<file path="src/rtl/glue_host_pkg.sv">
// constants, types and tables shared by the bus controller files
package glue_host_pkg;

  localparam int BUS_W   = 16;
  localparam int REQ_W   = 8;
  localparam int PADDR_W = 8;

  // register byte offsets
  localparam logic [PADDR_W-1:0] OFF_CTRL   = 8'h00;
  localparam logic [PADDR_W-1:0] OFF_ADDR   = 8'h04;
  localparam logic [PADDR_W-1:0] OFF_WDATA  = 8'h08;
  localparam logic [PADDR_W-1:0] OFF_STATUS = 8'h0C;
  localparam logic [PADDR_W-1:0] OFF_RDATA  = 8'h10;
  localparam logic [PADDR_W-1:0] OFF_MODE   = 8'h14;
  localparam logic [PADDR_W-1:0] OFF_START  = 8'h18;

  // control word fields
  localparam int CTRL_GO   = 0;
  localparam int CTRL_KIND = 1;
  localparam int CTRL_BYTE = 4;
  localparam int CTRL_PSW  = 8;

  // status word fields
  localparam int STAT_BUSY    = 0;
  localparam int STAT_DONE    = 1;
  localparam int STAT_REFUSED = 2;
  localparam int STAT_RESTART = 3;
  localparam int STAT_REQ     = 8;

  // request input positions and acknowledge code placement on the bus
  localparam int REQ_DMA   = 0;
  localparam int REQ_CODE  = 1;
  localparam int REQ_VEC   = 5;
  localparam int REQ_POWER_FAIL_REQUEST = 6;
  localparam int REQ_HALT  = 7;
  localparam int ACK_LSB   = 8;
  localparam int CODE_W    = 5;

  // microcycle lengths in input clock periods
  localparam logic [1:0] CYCLES_SHORT = 2'h3;
  localparam logic [2:0] CYCLES_LONG  = 3'h4;

  // start select field of the mode word, restart offset and vector byte mask
  localparam int                 START_SEL_LSB  = 13;
  localparam logic [BUS_W-1:0]   RESTART_OFFSET = 16'h0004;
  localparam logic [BUS_W-1:0]   LOW_BYTE_MASK  = 16'h00FF;

  typedef enum logic [2:0] {
    KIND_READ  = 3'h0,
    KIND_FETCH = 3'h1,
    KIND_WRITE = 3'h2,
    KIND_IAK   = 3'h3,
    KIND_DMA   = 3'h4,
    KIND_ASSERT_PRIORITY_CYCLE  = 3'h5,
    KIND_NOP   = 3'h6
  } kind_t;

  typedef enum logic [7:0] {
    ST_IDLE   = 8'h01,
    ST_CLEAR  = 8'h02,
    ST_SETUP  = 8'h04,
    ST_ADDR   = 8'h08,
    ST_STROBE = 8'h10,
    ST_PRIO   = 8'h20,
    ST_WAIT   = 8'h40,
    ST_CLOSE  = 8'h80
  } state_t;

  // jumper code to start address
  function automatic logic [BUS_W-1:0] start_address(input logic [2:0] sel);
    logic [BUS_W-1:0] a;
    a = 16'h0000;
    case (sel)
      3'h7: a = 16'hF400;
      3'h6: a = 16'hF600;
      3'h5: a = 16'h0000;
      3'h4: a = 16'h1000;
      3'h3: a = 16'h2000;
      3'h2: a = 16'h4000;
      3'h1: a = 16'h8000;
      default: a = 16'hC000;
    endcase
    return a;
  endfunction

  // coded request {vec, ai4..ai1} to priority level, zero when none
  function automatic logic [2:0] irq_level(input logic [CODE_W-1:0] code);
    logic [2:0] l;
    l = 3'h0;
    case (code)
      5'h10: l = 3'h7;
      5'h12: l = 3'h6;
      5'h11, 5'h19, 5'h15, 5'h1D: l = 3'h5;
      5'h13, 5'h1B, 5'h07: l = 3'h4;
      default: l = 3'h0;
    endcase
    return l;
  endfunction

endpackage

</file>
<file path="src/rtl/ctl_if.sv">
// command and status carrier between the register slave and the engine
interface ctl_if;
  import glue_host_pkg::*;
  logic             go;
  kind_t            kind;
  logic [1:0]       byte_en;
  logic [2:0]       processor_status_word;
  logic [BUS_W-1:0] addr;
  logic [BUS_W-1:0] wdata;
  logic             busy;
  logic             done;
  logic             refused;
  logic             restart;
  logic [REQ_W-1:0] req;
  logic [BUS_W-1:0] rdata;
  logic [BUS_W-1:0] mode;
  logic [BUS_W-1:0] start;

  modport regs (output go, kind, byte_en, processor_status_word, addr, wdata,
                input busy, done, refused, restart, req, rdata, mode, start);
  modport engine (input go, kind, byte_en, processor_status_word, addr, wdata,
                  output busy, done, refused, restart, req, rdata, mode, start);
endinterface

</file>
<file path="src/rtl/cpu_bus_host.sv">
// processor-side bus controller driving the interrupt and mode glue
// What this block does
// - write data driven in the same cycle as the write strobe
// - writes sample only the dma request
// - acknowledge: read lines high, strobes low
// - vector line low: wait reply, take vector, drop at end
// - dma: float bus, selects high, ordered release
// - assert-priority: data and priority strobes only
// - no-op: no strobes, requests ignored
// - cycle clock every four or three periods
// - read/write lines span address to data strobe
// - first fetch start, after halt restart
// - acknowledge only above status priority level
// - select flags encode transaction type
module cpu_bus_host
  import glue_host_pkg::*;
#(
  parameter int BUS_CLEAR_CYCLES = 4
)(
  input  wire logic               clock_in,
  input  wire logic               resetn_in,
  input  wire logic               psel_in,
  input  wire logic               penable_in,
  input  wire logic               pwrite_in,
  input  wire logic [PADDR_W-1:0] paddr_in,
  input  wire logic [31:0]        pwdata_in,
  output logic      [31:0]        prdata_out,
  output logic                    pready_out,
  output logic                    pslverr_out,
  input  wire logic [BUS_W-1:0]   local_addr_data_bus_in,
  output logic      [BUS_W-1:0]   local_addr_data_bus_out,
  output logic                    local_addr_data_bus_oe_n_out,
  output logic                    address_strobe_n_out,
  output logic                    data_strobe_n_out,
  output logic                    priority_in_strobe_n_out,
  output logic                    high_byte_read_write_out,
  output logic                    low_byte_read_write_out,
  output logic                    select_flag_zero_out,
  output logic                    select_flag_one_out,
  output logic                    processor_cycle_clock_out,
  output logic                    bus_clear_n_out,
  input  wire logic [REQ_W-1:0]   processor_request_inputs_in,
  input  wire logic               backplane_reply_n_in
);
  localparam int SYNC_W = BUS_W + REQ_W + 1;

  ctl_if ctl ();

  // ---------------- register slave ----------------
  apb_ctl_regs u_regs (
    .clock_in    (clock_in),
    .resetn_in   (resetn_in),
    .psel_in     (psel_in),
    .penable_in  (penable_in),
    .pwrite_in   (pwrite_in),
    .paddr_in    (paddr_in),
    .pwdata_in   (pwdata_in),
    .prdata_out  (prdata_out),
    .pready_out  (pready_out),
    .pslverr_out (pslverr_out),
    .ctl         (ctl)
  );

  state_t            state_reg;
  state_t            state_next;
  kind_t             kind_reg;
  logic [1:0]        byte_reg;
  logic [BUS_W-1:0]  addr_reg;
  logic [BUS_W-1:0]  wdata_reg;
  logic [BUS_W-1:0]  bus_out_reg;
  logic [BUS_W-1:0]  rdata_reg;
  logic [BUS_W-1:0]  mode_reg;
  logic [REQ_W-1:0]  req_reg;
  logic [7:0]        clear_count_reg;
  logic              start_pending_reg;
  logic              restart_pending_reg;
  logic              done_reg;
  logic              refused_reg;
  logic              tick;
  logic              long_cycle;

  // ---------------- microcycle timing ----------------
  // dma and acknowledge run on the longer microcycle
  assign long_cycle = (state_reg != ST_IDLE) & (state_reg != ST_CLEAR) &
                      ((kind_reg == KIND_DMA) | (kind_reg == KIND_IAK));

  cycle_clock_gen u_clk (
    .clock_in        (clock_in),
    .resetn_in       (resetn_in),
    .long_in         (long_cycle),
    .tick_out        (tick),
    .cycle_clock_out (processor_cycle_clock_out)
  );

  // ---------------- pin synchronisers ----------------
  logic [SYNC_W-1:0] sync1_reg;
  logic [SYNC_W-1:0] sync2_reg;
  logic [SYNC_W-1:0] sync3_reg;
  logic [SYNC_W-1:0] filt_reg;
  logic [SYNC_W-1:0] raw_pins;

  assign raw_pins = {~backplane_reply_n_in, processor_request_inputs_in, local_addr_data_bus_in};

  // three stages; stage one feeds only stage two
  always_ff @(posedge clock_in) begin
    if (!resetn_in) begin
      sync1_reg <= '0;
      sync2_reg <= '0;
      sync3_reg <= '0;
    end else begin
      sync1_reg <= raw_pins;
      sync2_reg <= sync1_reg;
      sync3_reg <= sync2_reg;
    end
  end

  // a bit changes only once stages two and three agree
  for (genvar i = 0; i < SYNC_W; i++) begin : g_filt
    always_ff @(posedge clock_in) begin
      if (!resetn_in) begin
        filt_reg[i] <= 1'b0;
      end else if (sync2_reg[i] == sync3_reg[i]) begin
        filt_reg[i] <= sync3_reg[i];
      end
    end
  end

  logic [BUS_W-1:0] bus_s;
  logic [REQ_W-1:0] req_s;
  logic             reply_s;

  assign bus_s   = filt_reg[BUS_W-1:0];
  assign req_s   = filt_reg[BUS_W +: REQ_W];
  assign reply_s = filt_reg[SYNC_W-1];

  // ---------------- decoding of the pending command ----------------
  logic              is_write;
  logic              is_iak;
  logic              is_dma;
  logic              is_assert_priority_cycle;
  logic              is_nop;
  logic              is_read;
  logic              has_addr;
  logic              needs_vector;
  logic [2:0]        pending_level;
  logic              iak_ok;
  logic              accept;
  logic              refuse;
  logic [BUS_W-1:0]  start_addr;
  logic [BUS_W-1:0]  fetch_addr;
  logic [BUS_W-1:0]  iak_code;

  assign is_write = (kind_reg == KIND_WRITE);
  assign is_iak   = (kind_reg == KIND_IAK);
  assign is_dma   = (kind_reg == KIND_DMA);
  assign is_assert_priority_cycle  = (kind_reg == KIND_ASSERT_PRIORITY_CYCLE);
  assign is_nop   = (kind_reg == KIND_NOP);
  assign is_read  = (kind_reg == KIND_READ) | (kind_reg == KIND_FETCH);
  assign has_addr = is_read | is_write | is_iak;

  // vector read wanted when the coded vector line is low
  assign needs_vector = is_iak & ~req_reg[REQ_VEC];

  // acknowledge only a coded request above the status word level
  assign pending_level = irq_level(req_reg[REQ_CODE +: CODE_W]);
  assign iak_ok  = (pending_level > ctl.processor_status_word);
  assign accept  = (state_reg == ST_IDLE) & ctl.go & ((ctl.kind != KIND_IAK) | iak_ok);
  assign refuse  = (state_reg == ST_IDLE) & ctl.go & (ctl.kind == KIND_IAK) & ~iak_ok;

  // fetch address follows power-up start or post-halt restart
  assign start_addr = start_address(mode_reg[START_SEL_LSB +: 3]);
  assign fetch_addr = start_pending_reg   ? start_addr :
                      restart_pending_reg ? start_addr + RESTART_OFFSET : ctl.addr;

  // acknowledge code reproduces request inputs one to five
  assign iak_code = {3'h0, req_reg[REQ_CODE +: CODE_W], 8'h00};

  // ---------------- sequencer ----------------
  always_comb begin
    state_next = state_reg;
    unique case (state_reg)
      ST_CLEAR: begin
        if (tick && clear_count_reg == 8'(BUS_CLEAR_CYCLES - 1)) begin
          state_next = ST_IDLE;
        end
      end
      ST_IDLE: begin
        if (accept) begin
          state_next = ST_SETUP;
        end
      end
      ST_SETUP: begin
        if (tick) begin
          if (is_nop) begin
            state_next = ST_CLOSE;
          end else if (is_assert_priority_cycle) begin
            state_next = ST_STROBE;
          end else if (is_dma) begin
            state_next = ST_WAIT;
          end else begin
            state_next = ST_ADDR;
          end
        end
      end
      ST_ADDR: begin
        if (tick) begin
          state_next = ST_STROBE;
        end
      end
      ST_STROBE: begin
        if (tick) begin
          state_next = ST_PRIO;
        end
      end
      ST_PRIO: begin
        if (tick) begin
          state_next = (is_read | is_write | needs_vector) ? ST_WAIT : ST_CLOSE;
        end
      end
      ST_WAIT: begin
        // dma ends when its request drops, others on reply
        if (tick && (is_dma ? ~req_s[REQ_DMA] : reply_s)) begin
          state_next = ST_CLOSE;
        end
      end
      ST_CLOSE: begin
        if (tick) begin
          state_next = ST_IDLE;
        end
      end
      default: state_next = ST_IDLE;
    endcase
  end

  logic pi_release;
  logic take_data;

  assign pi_release = (state_reg == ST_PRIO) & tick;
  assign take_data  = (state_reg == ST_WAIT) & (state_next == ST_CLOSE) & ~is_dma;

  // state, bus clear count and mode word capture
  always_ff @(posedge clock_in) begin
    if (!resetn_in) begin
      state_reg       <= ST_CLEAR;
      clear_count_reg <= 8'h00;
      mode_reg        <= 16'h0000;
    end else begin
      state_reg <= state_next;
      if (state_reg == ST_CLEAR && tick) begin
        clear_count_reg <= clear_count_reg + 8'h01;
        mode_reg        <= bus_s;
      end
    end
  end

  // command capture at acceptance
  always_ff @(posedge clock_in) begin
    if (!resetn_in) begin
      kind_reg  <= KIND_NOP;
      byte_reg  <= 2'h3;
      addr_reg  <= 16'h0000;
      wdata_reg <= 16'h0000;
    end else if (accept) begin
      kind_reg  <= ctl.kind;
      byte_reg  <= ctl.byte_en;
      addr_reg  <= (ctl.kind == KIND_FETCH) ? fetch_addr : ctl.addr;
      wdata_reg <= ctl.wdata;
    end
  end

  // requests latch as the priority strobe is released
  always_ff @(posedge clock_in) begin
    if (!resetn_in) begin
      req_reg <= '0;
    end else if (pi_release) begin
      if (is_write) begin
        req_reg[REQ_DMA] <= req_s[REQ_DMA];
      end else begin
        req_reg <= req_s;
      end
    end
  end

  // start and restart bookkeeping; a halt request arms restart
  always_ff @(posedge clock_in) begin
    if (!resetn_in) begin
      start_pending_reg   <= 1'b1;
      restart_pending_reg <= 1'b0;
    end else begin
      if (accept && ctl.kind == KIND_FETCH) begin
        start_pending_reg   <= 1'b0;
        restart_pending_reg <= 1'b0;
      end
      if (pi_release && !is_write && req_s[REQ_HALT]) begin
        restart_pending_reg <= 1'b1;
      end
    end
  end

  // read data, or vector from the low byte on acknowledge
  always_ff @(posedge clock_in) begin
    if (!resetn_in) begin
      rdata_reg <= 16'h0000;
    end else if (take_data && !is_write) begin
      rdata_reg <= is_iak ? (bus_s & LOW_BYTE_MASK) : bus_s;
    end
  end

  // done set on completion or refusal wins over the clear by go
  always_ff @(posedge clock_in) begin
    if (!resetn_in) begin
      done_reg    <= 1'b0;
      refused_reg <= 1'b0;
    end else begin
      if (accept) begin
        refused_reg <= 1'b0;
      end
      if (refuse) begin
        refused_reg <= 1'b1;
      end
      if (accept) begin
        done_reg <= 1'b0;
      end
      if (refuse || (state_reg == ST_CLOSE && tick)) begin
        done_reg <= 1'b1;
      end
    end
  end

  // ---------------- bus data driver ----------------
  // address or acknowledge code first, write data in the same cycle as the strobe
  always_ff @(posedge clock_in) begin
    if (!resetn_in) begin
      bus_out_reg <= 16'h0000;
    end else if (state_reg == ST_SETUP && tick) begin
      bus_out_reg <= is_iak ? iak_code : addr_reg;
    end else if (state_reg == ST_ADDR && tick && is_write) begin
      bus_out_reg <= wdata_reg;
    end
  end

  logic active;
  logic drive_addr;
  logic drive_data;

  assign active     = (state_reg != ST_IDLE) & (state_reg != ST_CLEAR);
  assign drive_addr = (state_reg == ST_ADDR) & has_addr;
  assign drive_data = is_write & ((state_reg == ST_STROBE) | (state_reg == ST_PRIO) |
                                  (state_reg == ST_WAIT));

  // bus floats during bus clear so the mode word can be read
  assign local_addr_data_bus_out      = bus_out_reg;
  assign local_addr_data_bus_oe_n_out = ~(drive_addr | drive_data);
  assign bus_clear_n_out              = (state_reg != ST_CLEAR);

  // ---------------- strobes ----------------
  assign address_strobe_n_out = ~(has_addr & ((state_reg == ST_ADDR) |
                                 (state_reg == ST_STROBE) | (state_reg == ST_PRIO) |
                                 (state_reg == ST_WAIT)));
  assign data_strobe_n_out = ~((has_addr | is_assert_priority_cycle) & ((state_reg == ST_STROBE) |
                              (state_reg == ST_PRIO) | (state_reg == ST_WAIT)));
  assign priority_in_strobe_n_out = ~(~is_dma & ~is_nop & (state_reg == ST_PRIO));

  // read/write lines settle in setup, hold through close
  assign high_byte_read_write_out = ~(active & is_write & byte_reg[1]);
  assign low_byte_read_write_out  = ~(active & is_write & byte_reg[0]);

  // select flags; dma releases flag one a microcycle before flag zero
  assign select_flag_one_out  = active & (is_iak | (is_dma & (state_reg != ST_CLOSE)));
  assign select_flag_zero_out = active & (is_dma | (kind_reg == KIND_FETCH));

  // ---------------- status back to software ----------------
  assign ctl.busy    = (state_reg != ST_IDLE);
  assign ctl.done    = done_reg;
  assign ctl.refused = refused_reg;
  assign ctl.restart = restart_pending_reg;
  assign ctl.req     = req_reg;
  assign ctl.rdata   = rdata_reg;
  assign ctl.mode    = mode_reg;
  assign ctl.start   = start_addr;
endmodule

</file>
<file path="src/rtl/cycle_clock_gen.sv">
// microcycle timer: three or four input periods per cycle clock pulse
module cycle_clock_gen
  import glue_host_pkg::*;
(
  input  wire logic clock_in,
  input  wire logic resetn_in,
  input  wire logic long_in,
  output logic      tick_out,
  output logic      cycle_clock_out
);
  logic [2:0] count_reg;
  logic [2:0] last;

  // long cycles for dma and acknowledge, short otherwise
  assign last     = long_in ? CYCLES_LONG - 3'h1 : {1'b0, CYCLES_SHORT} - 3'h1;
  assign tick_out = (count_reg >= last);

  // >= covers a switch from long to short mid-cycle
  always_ff @(posedge clock_in) begin
    if (!resetn_in) begin
      count_reg       <= 3'h0;
      cycle_clock_out <= 1'b0;
    end else begin
      count_reg       <= tick_out ? 3'h0 : count_reg + 3'h1;
      cycle_clock_out <= tick_out;
    end
  end
endmodule

</file>
<file path="src/rtl/apb_ctl_regs.sv">
// apb slave holding the controller's command and status words
module apb_ctl_regs
  import glue_host_pkg::*;
(
  input  wire logic               clock_in,
  input  wire logic               resetn_in,
  input  wire logic               psel_in,
  input  wire logic               penable_in,
  input  wire logic               pwrite_in,
  input  wire logic [PADDR_W-1:0] paddr_in,
  input  wire logic [31:0]        pwdata_in,
  output logic      [31:0]        prdata_out,
  output logic                    pready_out,
  output logic                    pslverr_out,
  ctl_if.regs                     ctl
);
  logic        access;
  logic        hit;
  logic [31:0] status_word;
  logic [31:0] rd_mux;
  kind_t       kind_reg;
  logic [1:0]  byte_reg;
  logic [2:0]  psw_reg;
  logic [15:0] addr_reg;
  logic [15:0] wdata_reg;
  logic        go_reg;

  // zero wait state slave, unmapped offsets answer with an error
  assign access = psel_in & penable_in;
  assign hit = (paddr_in == OFF_CTRL) | (paddr_in == OFF_ADDR) | (paddr_in == OFF_WDATA) |
               (paddr_in == OFF_STATUS) | (paddr_in == OFF_RDATA) |
               (paddr_in == OFF_MODE) | (paddr_in == OFF_START);
  assign pready_out  = 1'b1;
  assign pslverr_out = access & ~hit;

  assign status_word = {16'h0000, ctl.req, 4'h0, ctl.restart, ctl.refused, ctl.done, ctl.busy};
  assign rd_mux = (paddr_in == OFF_CTRL)   ? {21'h0, psw_reg, 2'h0, byte_reg, kind_reg, 1'b0} :
                  (paddr_in == OFF_ADDR)   ? {16'h0000, addr_reg} :
                  (paddr_in == OFF_WDATA)  ? {16'h0000, wdata_reg} :
                  (paddr_in == OFF_STATUS) ? status_word :
                  (paddr_in == OFF_RDATA)  ? {16'h0000, ctl.rdata} :
                  (paddr_in == OFF_MODE)   ? {16'h0000, ctl.mode} :
                  (paddr_in == OFF_START)  ? {16'h0000, ctl.start} : 32'h0000_0000;
  assign prdata_out = (access & ~pwrite_in) ? rd_mux : 32'h0000_0000;

  assign ctl.go      = go_reg;
  assign ctl.kind    = kind_reg;
  assign ctl.byte_en = byte_reg;
  assign ctl.processor_status_word     = psw_reg;
  assign ctl.addr    = addr_reg;
  assign ctl.wdata   = wdata_reg;

  // writes land at the access edge; go is a one-cycle pulse
  always_ff @(posedge clock_in) begin
    if (!resetn_in) begin
      kind_reg  <= KIND_NOP;
      byte_reg  <= 2'h3;
      psw_reg   <= 3'h7;
      addr_reg  <= 16'h0000;
      wdata_reg <= 16'h0000;
      go_reg    <= 1'b0;
    end else begin
      go_reg <= access & pwrite_in & (paddr_in == OFF_CTRL) & pwdata_in[CTRL_GO];
      if (access & pwrite_in & (paddr_in == OFF_CTRL)) begin
        kind_reg <= kind_t'(pwdata_in[CTRL_KIND +: 3]);
        byte_reg <= pwdata_in[CTRL_BYTE +: 2];
        psw_reg  <= pwdata_in[CTRL_PSW +: 3];
      end
      if (access & pwrite_in & (paddr_in == OFF_ADDR)) begin
        addr_reg <= pwdata_in[15:0];
      end
      if (access & pwrite_in & (paddr_in == OFF_WDATA)) begin
        wdata_reg <= pwdata_in[15:0];
      end
    end
  end
endmodule

</file>
<file path="config.mk">
export PLATFORM = sky130hd
export DESIGN_NAME = cpu_bus_host
export DESIGN_NICKNAME = d
export VERILOG_FILES = /design/src/rtl/glue_host_pkg.sv /design/src/rtl/ctl_if.sv /design/src/rtl/cpu_bus_host.sv /design/src/rtl/cycle_clock_gen.sv /design/src/rtl/apb_ctl_regs.sv
export SDC_FILE = /design/constraint.sdc
export NUM_CORES = 1
export LEC_CHECK = 0
export BUFFER_PORTS_ARGS = -buffer_cell sky130_fd_sc_hd__clkbuf_2
export CAP_MARGIN = 25
export CORE_MARGIN = 8
export CORE_UTILIZATION = 45
export DETAILED_ROUTE_END_ITERATION = 10
export PLACE_DENSITY = 0.65
export REMOVE_ABC_BUFFERS = 1
export SYNTH_ARGS = -nofsm -noshare
export SYNTH_HDL_FRONTEND = slang
export SYNTH_SLANG_ARGS = --single-unit
</file>
<file path="constraint.sdc">
create_clock -name clock_in -period 8.11 [get_ports clock_in]
set_input_delay 2.0275 -clock clock_in [delete_from_list [all_inputs] [get_ports clock_in]]
set_output_delay 2.0275 -clock clock_in [all_outputs]
set_load 0.02 [all_outputs]
</file>
Yosys cells after proc, flatten, opt, wreduce, memory -nomap -nowiden
Memory sizes are Yosys's and may differ from the RTL's. A register that Yosys moved wholly into a read port is not among the register bits. Index checks and enable logic that the tools add are counted.

Flip-flop bits (word level): 258. Memory bits (read-only): 96. Input port bits: 70. Output and inout port bits: 60. Word-level logic and storage cells: 243. Memories kept: 1.

Memories: (name not given) (words 32, bits a word 3, read ports 1, clocked after Yosys merged registers in 1, wr ports 0, RTL line glue_host_pkg.sv:90) `case (code)`.

$add $sub $neg: 3. $lt $le $gt $ge: 2. Eq/ne operators: 60. Muxes and demuxes: 38. Bitwise operators: 67. Reduce and logical (&&, ||, !) cells: 21.

Operator list (number): $mux 32 (7); $mux 16 (8); $pmux 16 s7 (1); $mux 8 (10); $pmux 8 s8 (1); $eq 8x5->1 const B (4); $and 1x1->1 (30); $eq 1x1->1 (25); $eq 8x4->1 const B (3); $eq 3x3->1 const B (7); $or 1x1->1 (21); $add 16x3->16 const B (1); $eq 8x2->1 const B (2); $eq 8x3->1 const B (2); $eq 8x8->1 const B (2); $not 1->1 (16); $eq 3x2->1 const B (5); $mux 7 (2); $logic_and 1x1->1 (11); $mux 5 (2); $eq 3x1->1 const B (3); $add 8x1->8 const B (1); $eq 8x1->1 const B (1); $eq 8x6->1 const B (1); other kinds (16) (25).

Logic depth before layout (Yosys ltp)
Gate-level depths: netlist (run 1).

Depth after elaboration: 12. Gate-level depth with buffers: 13. Mapped depth without buffers: 10.

Hierarchy
From an unflattened synthesis (run 1), not the netlist that was laid out.

Cell total of the unflattened synthesis: 1244. Area total of the unflattened synthesis: 10929.2 sq um.

By module, submodules not included: cpu_bus_host (times used 1, cells each 896, area an instance 8110.3 sq um, sequential area each 4324.1 sq um); apb_ctl_regs (times used 1, cells each 330, area an instance 2620.0 sq um, sequential area each 820.8 sq um); cycle_clock_gen (times used 1, cells each 18, area an instance 198.9 sq um, sequential area each 80.1 sq um).

Worst setup path after synthesis (run 1)
No wires, ideal clock.

Kind: input to output. From: input paddr_in[5]. To: output prdata_out[1]. Data arrival time: 3.951 ns. Required time: 6.082 ns. Slack: 2.131 ns. Stages on the path: 5. Buffers on the path: 1. Cell sequence: or4_1 > nor3_1 > clkbuf_1 > nand2_1 > a221oi_1.

Cells in the longest elaborated chain, start to end: 9. Elaborated cells between the ends (all ways): 15. Those cells by class: eq/ne (6); mux (8); reduce/logical (1).

Ends and longest elaborated chain: start, declared (RTL line cpu_bus_host.sv:25) `input wire logic [PADDR_W-1:0] paddr_in,`; $eq 8x5->1 (RTL line apb_ctl_regs.sv:43) `(paddr_in == OFF_START) ? {16'h0000, ctl.start} : 32'h0000_0000;`; $mux 16 (RTL line apb_ctl_regs.sv:43); $mux 32 (RTL line apb_ctl_regs.sv:42) `(paddr_in == OFF_MODE) ? {16'h0000, ctl.mode} :`; $mux 32 (RTL line apb_ctl_regs.sv:41) `(paddr_in == OFF_RDATA) ? {16'h0000, ctl.rdata} :`; $mux 32 (RTL line apb_ctl_regs.sv:40) `(paddr_in == OFF_STATUS) ? status_word :`; $mux 32 (RTL line apb_ctl_regs.sv:39) `(paddr_in == OFF_WDATA) ? {16'h0000, wdata_reg} :`; $mux 32 (RTL line apb_ctl_regs.sv:38) `(paddr_in == OFF_ADDR) ? {16'h0000, addr_reg} :`; $mux 32 * (RTL line apb_ctl_regs.sv:37) `assign rd_mux = (paddr_in == OFF_CTRL) ? {21'h0, psw_reg, 2'h0, byte_reg, kind_reg, 1'b0} :`; $mux 32 * (RTL line apb_ctl_regs.sv:44) `assign prdata_out = (access & ~pwrite_in) ? rd_mux : 32'h0000_0000;`; end, declared (RTL line cpu_bus_host.sv:27) `output logic [31:0] prdata_out,`.

Every way passes the cells marked *; elsewhere a longest branch is shown, timed or not.

Worst setup path after layout (run 1)
From: input paddr_in[1]. To: output prdata_out[7].

The elaborated chain is that of the path after synthesis.

==> impl_metrics.ini, run 1 <==
[worst_setup_path]
critical_path_required_ns = 6.08
endpoint_of_the_worst_register_to_register_path = local_addr_data_bus_out[4]
timing.rr.start = kind_reg[0]
regToRegSetupSlack_ns = 4.42
worst_path_largest_cell_delay_ns = 0.70
worst-path-max-fanout = 12
crit_path_frequent_cell = sky130_fd_sc_hd__clkbuf_2
path_cells = clkbuf_2, nor4_2, nand4_1, nor2_1, a21oi_1, nor3_1, clkbuf_2
critPathLaunchType = input pin
worstSetupEndpointType = output port
cp.arrival_ns = 4.73
critPathSlowestCell = sky130_fd_sc_hd__nand4_1
reg2regPathDepth = 10
critical_path_class = in -> out

[place]
postPlaceCellArea_um2 = 11200
detailedPlacementHpwl_um = 19000
dp_cells = 1575
dp_slack_ns = 1.42
gp_congestion = 0.883
portBuffers = 96

[min_path]
min_path_type = reg -> reg
min_from = sync1_reg[4]
hold_path_depth = 1
whs_endpoint = sync2_reg[4]

[timing]
grt_setup_unrepaired = false
timing.setup.tns_ns = 0
worst_slew_margin_pct = 32.0
final_max_slew_viol_count = 0
hold-worst-slack_ns = 0.426
timing.fmax_ghz = 0.148
final.min_clock_period_ns = 6.76
tightestPinTransition_ns = 1.02
timing.clock.skew_ns = 0.0204
hold_violation_count_in_the_final_report = 0
setup_slack_ns = 1.35
report.final.setup_viol = 0
layout_worst_path_cycle_share_pct = 83.3

[power]
p_clk_share_pct = 46.4
power.share.sequential_pct = 45.6
intPower_mw = 2.23
sw_share_pct = 23.8
totalPowerFinal_mw = 2.92
cellPowerDensity_nw_per_um2 = 240
switching_power_mw = 0.697
power.leakage_nw = 4.49
share_of_power_burned_in_combinational_logic_pct = 8.0
ir_drop_uv = 156

[drt]
total_number_of_vias = 8586
detail_route.wirelength_um = 27700
drc = 0
via_per_inst = 5.29
final_antenna_net_count = 0
wire_per_inst_um = 17.0
first_pass_iters = 5
drtIter0Drc = 722

[floorplan]
die_area_um2 = 28700
floorplan.die.width_um = 169
design.core.area_um2 = 23300
initial_utilization_pct = 45.5
io_pins = 130
floorplan.die.height_um = 169
rows = 56

[logic_synthesis]
library_cells_used_by_synthesis = 70
syn-instance-count = 1226
netlist.top_cell.by_area = sky130_fd_sc_hd__dfxtp_1
ys_async_sr_fraction_pct = 0
edff_count_synth = 0
synth.top_cells.by_area = sky130_fd_sc_hd__dfxtp_1 (49%), sky130_fd_sc_hd__nand2_1 (8.6%), sky130_fd_sc_hd__a21oi_1 (7.0%)
synth.yosys.seq_area_share_pct = 49.4
synth.avg_cell_area_um2 = 8.63
synth.most_common_cell = sky130_fd_sc_hd__dfxtp_1
synth_top_area_share_pct = 49.4
synth_warnings = 0
top_cell_types_by_occurrence_after_synthesis = sky130_fd_sc_hd__dfxtp_1 (261), sky130_fd_sc_hd__nand2_1 (242), sky130_fd_sc_hd__a21oi_1 (148)
count_of_state_elements_after_synthesis = 261
mappedNetlistArea_um2 = 10600
ys_dominant_reg_cell = sky130_fd_sc_hd__dfxtp_1

[run_status]
outcome = finished, final reports clean

[clock_network]
insertion_delay_ns = 0.54
cts_tree = built
post_cts.repair.setup_buffers = 0
cts_buffers = 27
root_buffer = sky130_fd_sc_hd__clkbuf_16
ctsHoldBuffers = 0
cts_repair_resize_count = 0
worst_setup_hold_path_clk_slew_ns = 0.06
cts_max_level = 1
max-clock-path-buffers = 3
numClockSinks = 261

[grt]
pin_count_of_the_biggest_net_entering_global_routing = 91
grt_antenna_before_repair = 1
first_global_vias = 7857
track_usage_pct = 18.8
overflow = 0
grt_first_pass_wirelength_um = 43600

[cells_and_area]
finish.net_count = 1362
antenna_cells_inserted = 0
post-route-util_pct = 52.4
areaGrowthSynthToFinish_pct = 15.2
final_design_area_excluding_fillers_um2 = 12200
cell_count_final_fillers_out = 1624
final_layout_size_suffix_gt1_share_pct = 13.7

[flow_run]
max_cap_violations = 0
## kinds of logic (layout without fill, tap and decap cells)
logic type               count (synthesis)  in the layout  share of synthesized area, %
buffers and inverters                  114            178                          5.06
multiplexers                            60             60                          5.78
adder cells (fa/ha/maj)                  6              6                         0.710
XOR/XNOR                                12             12                         0.994
other                                    2             17                        0.0710
flip-flops                             261            261                          49.4
AO/OA/AOI/OAI                          291            291                          16.2
AND/OR/NAND/NOR                        480            480                          21.8
## cell usage in the layout, fill, tap and decap left out, types with 11 or more instances in the layout
cell type and count:
sky130_fd_sc_hd__and2_1 79, sky130_fd_sc_hd__nand2_1 242, sky130_fd_sc_hd__a211oi_1 30, sky130_fd_sc_hd__o22ai_1 11
sky130_fd_sc_hd__mux2i_1 53, sky130_fd_sc_hd__clkbuf_16 27, sky130_fd_sc_hd__conb_1 17, sky130_fd_sc_hd__inv_1 21
sky130_fd_sc_hd__clkbuf_2 95, sky130_fd_sc_hd__o21ai_0 47, sky130_fd_sc_hd__dfxtp_1 261, sky130_fd_sc_hd__nor2_1 53
sky130_fd_sc_hd__nor3_1 13, sky130_fd_sc_hd__buf_4 12, sky130_fd_sc_hd__a21oi_1 148, sky130_fd_sc_hd__nand3_1 36
## worst max path at each step
stage,end,from
3_3_place_gp,prdata_out[7],paddr_in[1]
3_5_place_dp,prdata_out[7],paddr_in[1]
5_1_grt,prdata_out[7],paddr_in[1]
6_report,prdata_out[7],paddr_in[1]
4_1_cts,prdata_out[7],paddr_in[1]
2_1_floorplan,prdata_out[1],paddr_in[5]
## metal layers
layer / vias to the layer above / track usage, % / share of wire (%)
li1: 4294 / - / -
met1: 3937 / 25.8 / 46
met2: 322 / 30.1 / 45
met3: 31 / 3.07 / 6.8
met4: 2 / 5.04 / 1.9
met5: - / 0 / 0.047
## area by class of cell
cell class,instances,area (um^2)
multi-input combinational,866,4880
sequential,261,5230
clock inverter,12,199
fill,2197,11100
clock buffer,36,800
inverter,22,85.1
timing repair buffer,108,593
tap,319,399
## power by group through the flow
stage	combinational, mW	clock, mW	sequential (mW)
after floorplan	0.139	0	1.36
after global placement	0.237	0	1.36
after CTS	0.235	1.39	1.33
final	0.235	1.36	1.33
after detailed placement	0.234	0	1.36
after global routing	0.255	1.44	1.34
## critical path: cells and delay by family
family          cells  cell delay, ns
buf+inv             2            0.33
compound gates      1            0.14
simple gates        4            2.22
Power figures use the tool's default switching activity.
==> run 2: changes to the inputs <==
--- a/config.mk
+++ b/config.mk
@@ -10,7 +10,7 @@
 export CORE_MARGIN = 8
 export CORE_UTILIZATION = 45
 export DETAILED_ROUTE_END_ITERATION = 10
-export PLACE_DENSITY = 0.65
+export PLACE_DENSITY = 0.68
 export REMOVE_ABC_BUFFERS = 1
 export SYNTH_ARGS = -nofsm -noshare
 export SYNTH_HDL_FRONTEND = slang
==> constraint.sdc (replaced) <==
create_clock -name clock_in -period 5.45 [get_ports clock_in]
set_input_delay 1.3625 -clock clock_in [delete_from_list [all_inputs] [get_ports clock_in]]
set_output_delay 1.3625 -clock clock_in [all_outputs]
set_load 0.02 [all_outputs]
==> run 2 against run 1 <==
Against the previous run: clock power increased by 29%; first-iteration DRC count is 6.2% higher; setup slack worse by 0.76 ns; via count grew 0.44%; largest cell class unchanged.
==> impl_metrics.ini, run 2 (synthesized netlist as in run 1, its figures left out) <==
[run_status]
outcome = finished, final reports clean

[worst_setup_path]
reg2regPathDepth = 10
critPathLaunchType = input pin
regToRegSetupSlack_ns = 1.75
endpoint_of_the_worst_register_to_register_path = pending_level[0]
path_cells = clkbuf_2, nor4_2, nand3_1, nor2_1, o22ai_1, a221oi_1, clkbuf_2
critical_path_class = in -> out
worst-path-max-fanout = 6
timing.rr.start = kind_reg[0]
crit_path_frequent_cell = sky130_fd_sc_hd__clkbuf_2
cp.arrival_ns = 3.49
worst_path_largest_cell_delay_ns = 0.48
critical_path_required_ns = 4.09
worstSetupEndpointType = output port
critPathSlowestCell = sky130_fd_sc_hd__a221oi_1

[floorplan]
die_area_um2 = 28700
floorplan.die.width_um = 169
design.core.area_um2 = 23300
rows = 56
initial_utilization_pct = 45.5
io_pins = 130
floorplan.die.height_um = 169

[drt]
drc = 0
wire_per_inst_um = 16.9
via_per_inst = 5.30
detail_route.wirelength_um = 27500
total_number_of_vias = 8624
drtIter0Drc = 767
first_pass_iters = 5
final_antenna_net_count = 0

[clock_network]
worst_setup_hold_path_clk_slew_ns = 0.05
ctsHoldBuffers = 0
max-clock-path-buffers = 3
cts_buffers = 27
cts_tree = built
numClockSinks = 261
root_buffer = sky130_fd_sc_hd__clkbuf_16
post_cts.repair.setup_buffers = 0
cts_repair_resize_count = 0
cts_max_level = 1
insertion_delay_ns = 0.53

[grt]
groute.layer.met2.usage_pct = 29.7
overflow = 0
globalRoute.busiestLayer = met2
met1_usage_pct = 25.3
grt_first_pass_wirelength_um = 44000
grtUsageMet3_pct = 3.35
track_usage_pct = 18.8
first_global_vias = 8312
pin_count_of_the_biggest_net_entering_global_routing = 78
grt_antenna_before_repair = 3

[place]
detailedPlacementHpwl_um = 19100
portBuffers = 96
gp_congestion = 0.893
dp_cells = 1582

[cells_and_area]
layout_commonest_cell = sky130_fd_sc_hd__dfxtp_1
leading_cell_types_in_the_layout_fill_and_taps_excluded = sky130_fd_sc_hd__dfxtp_1 (261), sky130_fd_sc_hd__nand2_1 (242), sky130_fd_sc_hd__a21oi_1 (148)
final_layout_size_suffix_gt1_share_pct = 13.6
num-fill-cells = 2230
cell_count_final_fillers_out = 1628
areaGrowthSynthToFinish_pct = 14.3
finish.net_count = 1369
post-route-util_pct = 52.0

[timing]
timing.setup.tns_ns = 0
layout_worst_path_cycle_share_pct = 89.0
grt_setup_unrepaired = false
hold_violation_count_in_the_final_report = 0
worst_slew_margin_pct = 36.4
report.final.setup_viol = 0
timing.fmax_ghz = 0.206
timing.clock.skew_ns = 0.0130
tightestPinTransition_ns = 0.954
final_max_slew_viol_count = 0
final.min_clock_period_ns = 4.85

[min_path]
whs_endpoint = sync2_reg[4]
min_path_type = reg -> reg
min_from = sync1_reg[4]
hold_path_depth = 1

[power]
cellPowerDensity_nw_per_um2 = 338
ir_drop_uv = 296
power.leakage_nw = 4.47

[flow_run]
max_cap_violations = 0
run 2: metal layers:
layer,share of wire [%],vias to the layer above
met5,0.098,-
met4,3.2,4
met3,7.3,60
met2,45,322
met1,45,3937
li1,-,4301
run 2: how the worst max path moves through the flow:
| stage | startpoint | to | slack [ns] | cells past startpoint |
|---|---|---|---|---|
| floorplan | paddr_in[5] | prdata_out[1] | 0.39 | 6 |
| global placement | paddr_in[1] | prdata_out[8] | 0.62 | 7 |
| detailed placement | paddr_in[1] | prdata_out[8] | 0.57 | 7 |
| CTS | paddr_in[1] | prdata_out[8] | 0.57 | 7 |
| global route | paddr_in[1] | prdata_out[1] | 0.42 | 7 |
| finish | paddr_in[1] | prdata_out[8] | 0.60 | 7 |
run 2: cell type report:
class                      count  area [um^2]  share of cell area [%]
clock buffer                  38          787                    6.51
sequential                   261         5230                    43.2
tap                          319          399                    3.30
antenna                        1         2.50                  0.0207
inverter                      22         85.1                   0.704
clock inverter                 6         57.6                   0.476
multi-input combinational    866         4890                    40.4
timing repair buffer         115          646                    5.34
run 2: per-stage QoR:
step	instance area (um^2)	total power [mW]	setup WS, ns	hold slack [ns]
final	12100	4.09	0.597	0.430
after global routing	12100	4.24	0.420	0.442
after CTS	12100	4.12	0.572	0.432
after global placement	11200	2.37	0.623	0.413
after detailed placement	11200	2.38	0.568	0.419
after floorplan	10200	2.23	0.387	0.412
run 2: power breakdown:
group          internal [mW]  total [mW]  switching, mW
registers               1.95        1.98         0.0310
logic                  0.104       0.355          0.251
clock network           1.04        1.75          0.713
total                   3.10        4.09          0.995
run 2: critical path, delay by kind of cell:
family / cells / cell delay (ns)
simple gates: 3 / 1.13
buf+inv: 2 / 0.36
compound gates: 2 / 0.64
==> run 3: changes to the inputs <==
--- a/config.mk
+++ b/config.mk
@@ -11,7 +11,6 @@
 export CORE_UTILIZATION = 45
 export DETAILED_ROUTE_END_ITERATION = 10
 export PLACE_DENSITY = 0.68
-export REMOVE_ABC_BUFFERS = 1
 export SYNTH_ARGS = -nofsm -noshare
 export SYNTH_HDL_FRONTEND = slang
 export SYNTH_SLANG_ARGS = --single-unit
==> run 3 against run 2 <==
Against the previous run: via count is 1.1% lower; power increased by 1.1%; first-iteration DRC count shrank 23%; highest routed layer is now met4; combinational power is 2% lower; fmax shrank 0.97%.
==> impl_metrics.ini, run 3 (synthesized netlist as in run 1, its figures left out) <==
[timing]
timing.fmax_ghz = 0.204
final.min_clock_period_ns = 4.90
tightestPinTransition_ns = 1.06
report.final.setup_viol = 0
worst_slew_margin_pct = 29.7
timing.clock.skew_ns = 0.00991
layout_worst_path_cycle_share_pct = 89.9
grt_setup_unrepaired = false
hold_violation_count_in_the_final_report = 0
timing.setup.tns_ns = 0
final_max_slew_viol_count = 0

[worst_setup_path]
worst-path-max-fanout = 11
regToRegSetupSlack_ns = 1.76
worst_path_largest_cell_delay_ns = 0.55
reg2regPathDepth = 10
critical_path_class = in -> out
timing.rr.start = state_reg[7]
crit_path_frequent_cell = sky130_fd_sc_hd__clkbuf_2
worstSetupEndpointType = output port
critPathSlowestCell = sky130_fd_sc_hd__a221oi_1
critical_path_required_ns = 4.09
critPathLaunchType = input pin
endpoint_of_the_worst_register_to_register_path = ctl.rdata[11]
path_cells = clkbuf_2, or4_1, nor3_1, buf_4, nand2_1, a221oi_1, clkbuf_2
cp.arrival_ns = 3.54

[place]
portBuffers = 96
detailedPlacementHpwl_um = 18300
gp_congestion = 0.877

[power]
power.leakage_nw = 4.48
switching_power_mw = 1.02
power.share.sequential_pct = 47.9
cellPowerDensity_nw_per_um2 = 341
ir_drop_uv = 189
intPower_mw = 3.12
sw_share_pct = 24.6
p_clk_share_pct = 43.7
share_of_power_burned_in_combinational_logic_pct = 8.4
totalPowerFinal_mw = 4.13

[clock_network]
cts_buffers = 27
worst_setup_hold_path_clk_slew_ns = 0.06
cts_max_level = 1
cts_tree = built
max-clock-path-buffers = 3
ctsHoldBuffers = 0
cts_repair_resize_count = 0
numClockSinks = 261
root_buffer = sky130_fd_sc_hd__clkbuf_16
insertion_delay_ns = 0.53
post_cts.repair.setup_buffers = 0

[grt]
grt_antenna_before_repair = 0
overflow = 0
pin_count_of_the_biggest_net_entering_global_routing = 86
grt_first_pass_wirelength_um = 42700
first_global_vias = 8103
track_usage_pct = 18.0

[min_path]
whs_endpoint = sync2_reg[0]
min_from = sync1_reg[0]
hold_path_depth = 1
min_path_type = reg -> reg

[drt]
total_number_of_vias = 8533
wire_per_inst_um = 16.3
drc = 0
via_per_inst = 5.23
first_pass_iters = 5
drtIter0Drc = 588
final_antenna_net_count = 0
detail_route.wirelength_um = 26500

[cells_and_area]
areaGrowthSynthToFinish_pct = 14.5
post-route-util_pct = 52.1
layout_commonest_cell = sky130_fd_sc_hd__dfxtp_1
multi_input_comb_area_um2 = 4880
num-fill-cells = 2274
final_layout_size_suffix_gt1_share_pct = 14.0
finish.net_count = 1370
antenna_cells_inserted = 0
area.sequential_um2 = 5230
leading_cell_types_in_the_layout_fill_and_taps_excluded = sky130_fd_sc_hd__dfxtp_1 (261), sky130_fd_sc_hd__nand2_1 (242), sky130_fd_sc_hd__a21oi_1 (148)

[floorplan]
floorplan.die.height_um = 169
floorplan.die.width_um = 169
initial_utilization_pct = 45.5
die_area_um2 = 28700
io_pins = 130
rows = 56
design.core.area_um2 = 23300

[flow_run]
max_cap_violations = 0

[run_status]
outcome = finished, final reports clean
## run 3: cell count changes in the layout (fill, tap and decap cells not counted), sizes merged
cell,before,now
diode,1,0
buf,20,21
clkinvlp,1,2
clkinv,4,7
## run 3: stage by stage
stage                     hold slack [ns]  setup slack, ns  instance area [um^2]  std cells
final                               0.430            0.550                 12100       1632
after global routing                0.440            0.460                 12100       1632
after CTS                           0.433            0.552                 12100       1632
after detailed placement            0.418            0.557                 11200       1584
after global placement              0.419            0.587                 11200       1583
after floorplan                     0.412            0.801                 10600       1241
## run 3: critical path, delay by kind of cell
kind,cells,cell delay [ns]
buffers and inverters,3,0.60
and+or+nand+nor,3,1.02
AOI/OAI and AO/OA,1,0.55
## run 3: power by group through the flow
stage	logic, mW	registers (mW)	clock network, mW
after CTS	0.349	1.98	1.85
final	0.347	1.98	1.81
after global placement	0.347	2.02	0
after global routing	0.382	1.99	1.92
after detailed placement	0.348	2.02	0
after floorplan	0.243	2.02	0
## run 3: worst max-delay path by stage
stage	from	end	slack, ns	depth (start not counted)
2_1_floorplan	paddr_in[5]	prdata_out[1]	0.80	5
3_3_place_gp	paddr_in[5]	prdata_out[3]	0.59	8
3_5_place_dp	paddr_in[5]	prdata_out[3]	0.56	8
4_1_cts	paddr_in[5]	prdata_out[3]	0.55	8
5_1_grt	paddr_in[5]	prdata_out[3]	0.46	8
6_report	paddr_in[5]	prdata_out[1]	0.55	7
## run 3: per-layer routing
metal	up-vias	global-route usage [%]	wire length, um
li1	4312	-	-
met4	0	5.85	620
met2	261	29.1	12000
met5	-	0	0
met3	40	3.26	1560
met1	3920	24.0	12400
## run 3: final cells by class
| type | count | area share, % |
|---|---|---|
| Clock buffer | 38 | 6.58 |
| Timing Repair Buffer | 116 | 5.23 |
| Clock inverter | 10 | 0.754 |
| Multi-Input combinational cell | 866 | 40.3 |
| Tap cell | 319 | 3.30 |
| Sequential cell | 261 | 43.1 |
| Inverter | 22 | 0.702 |
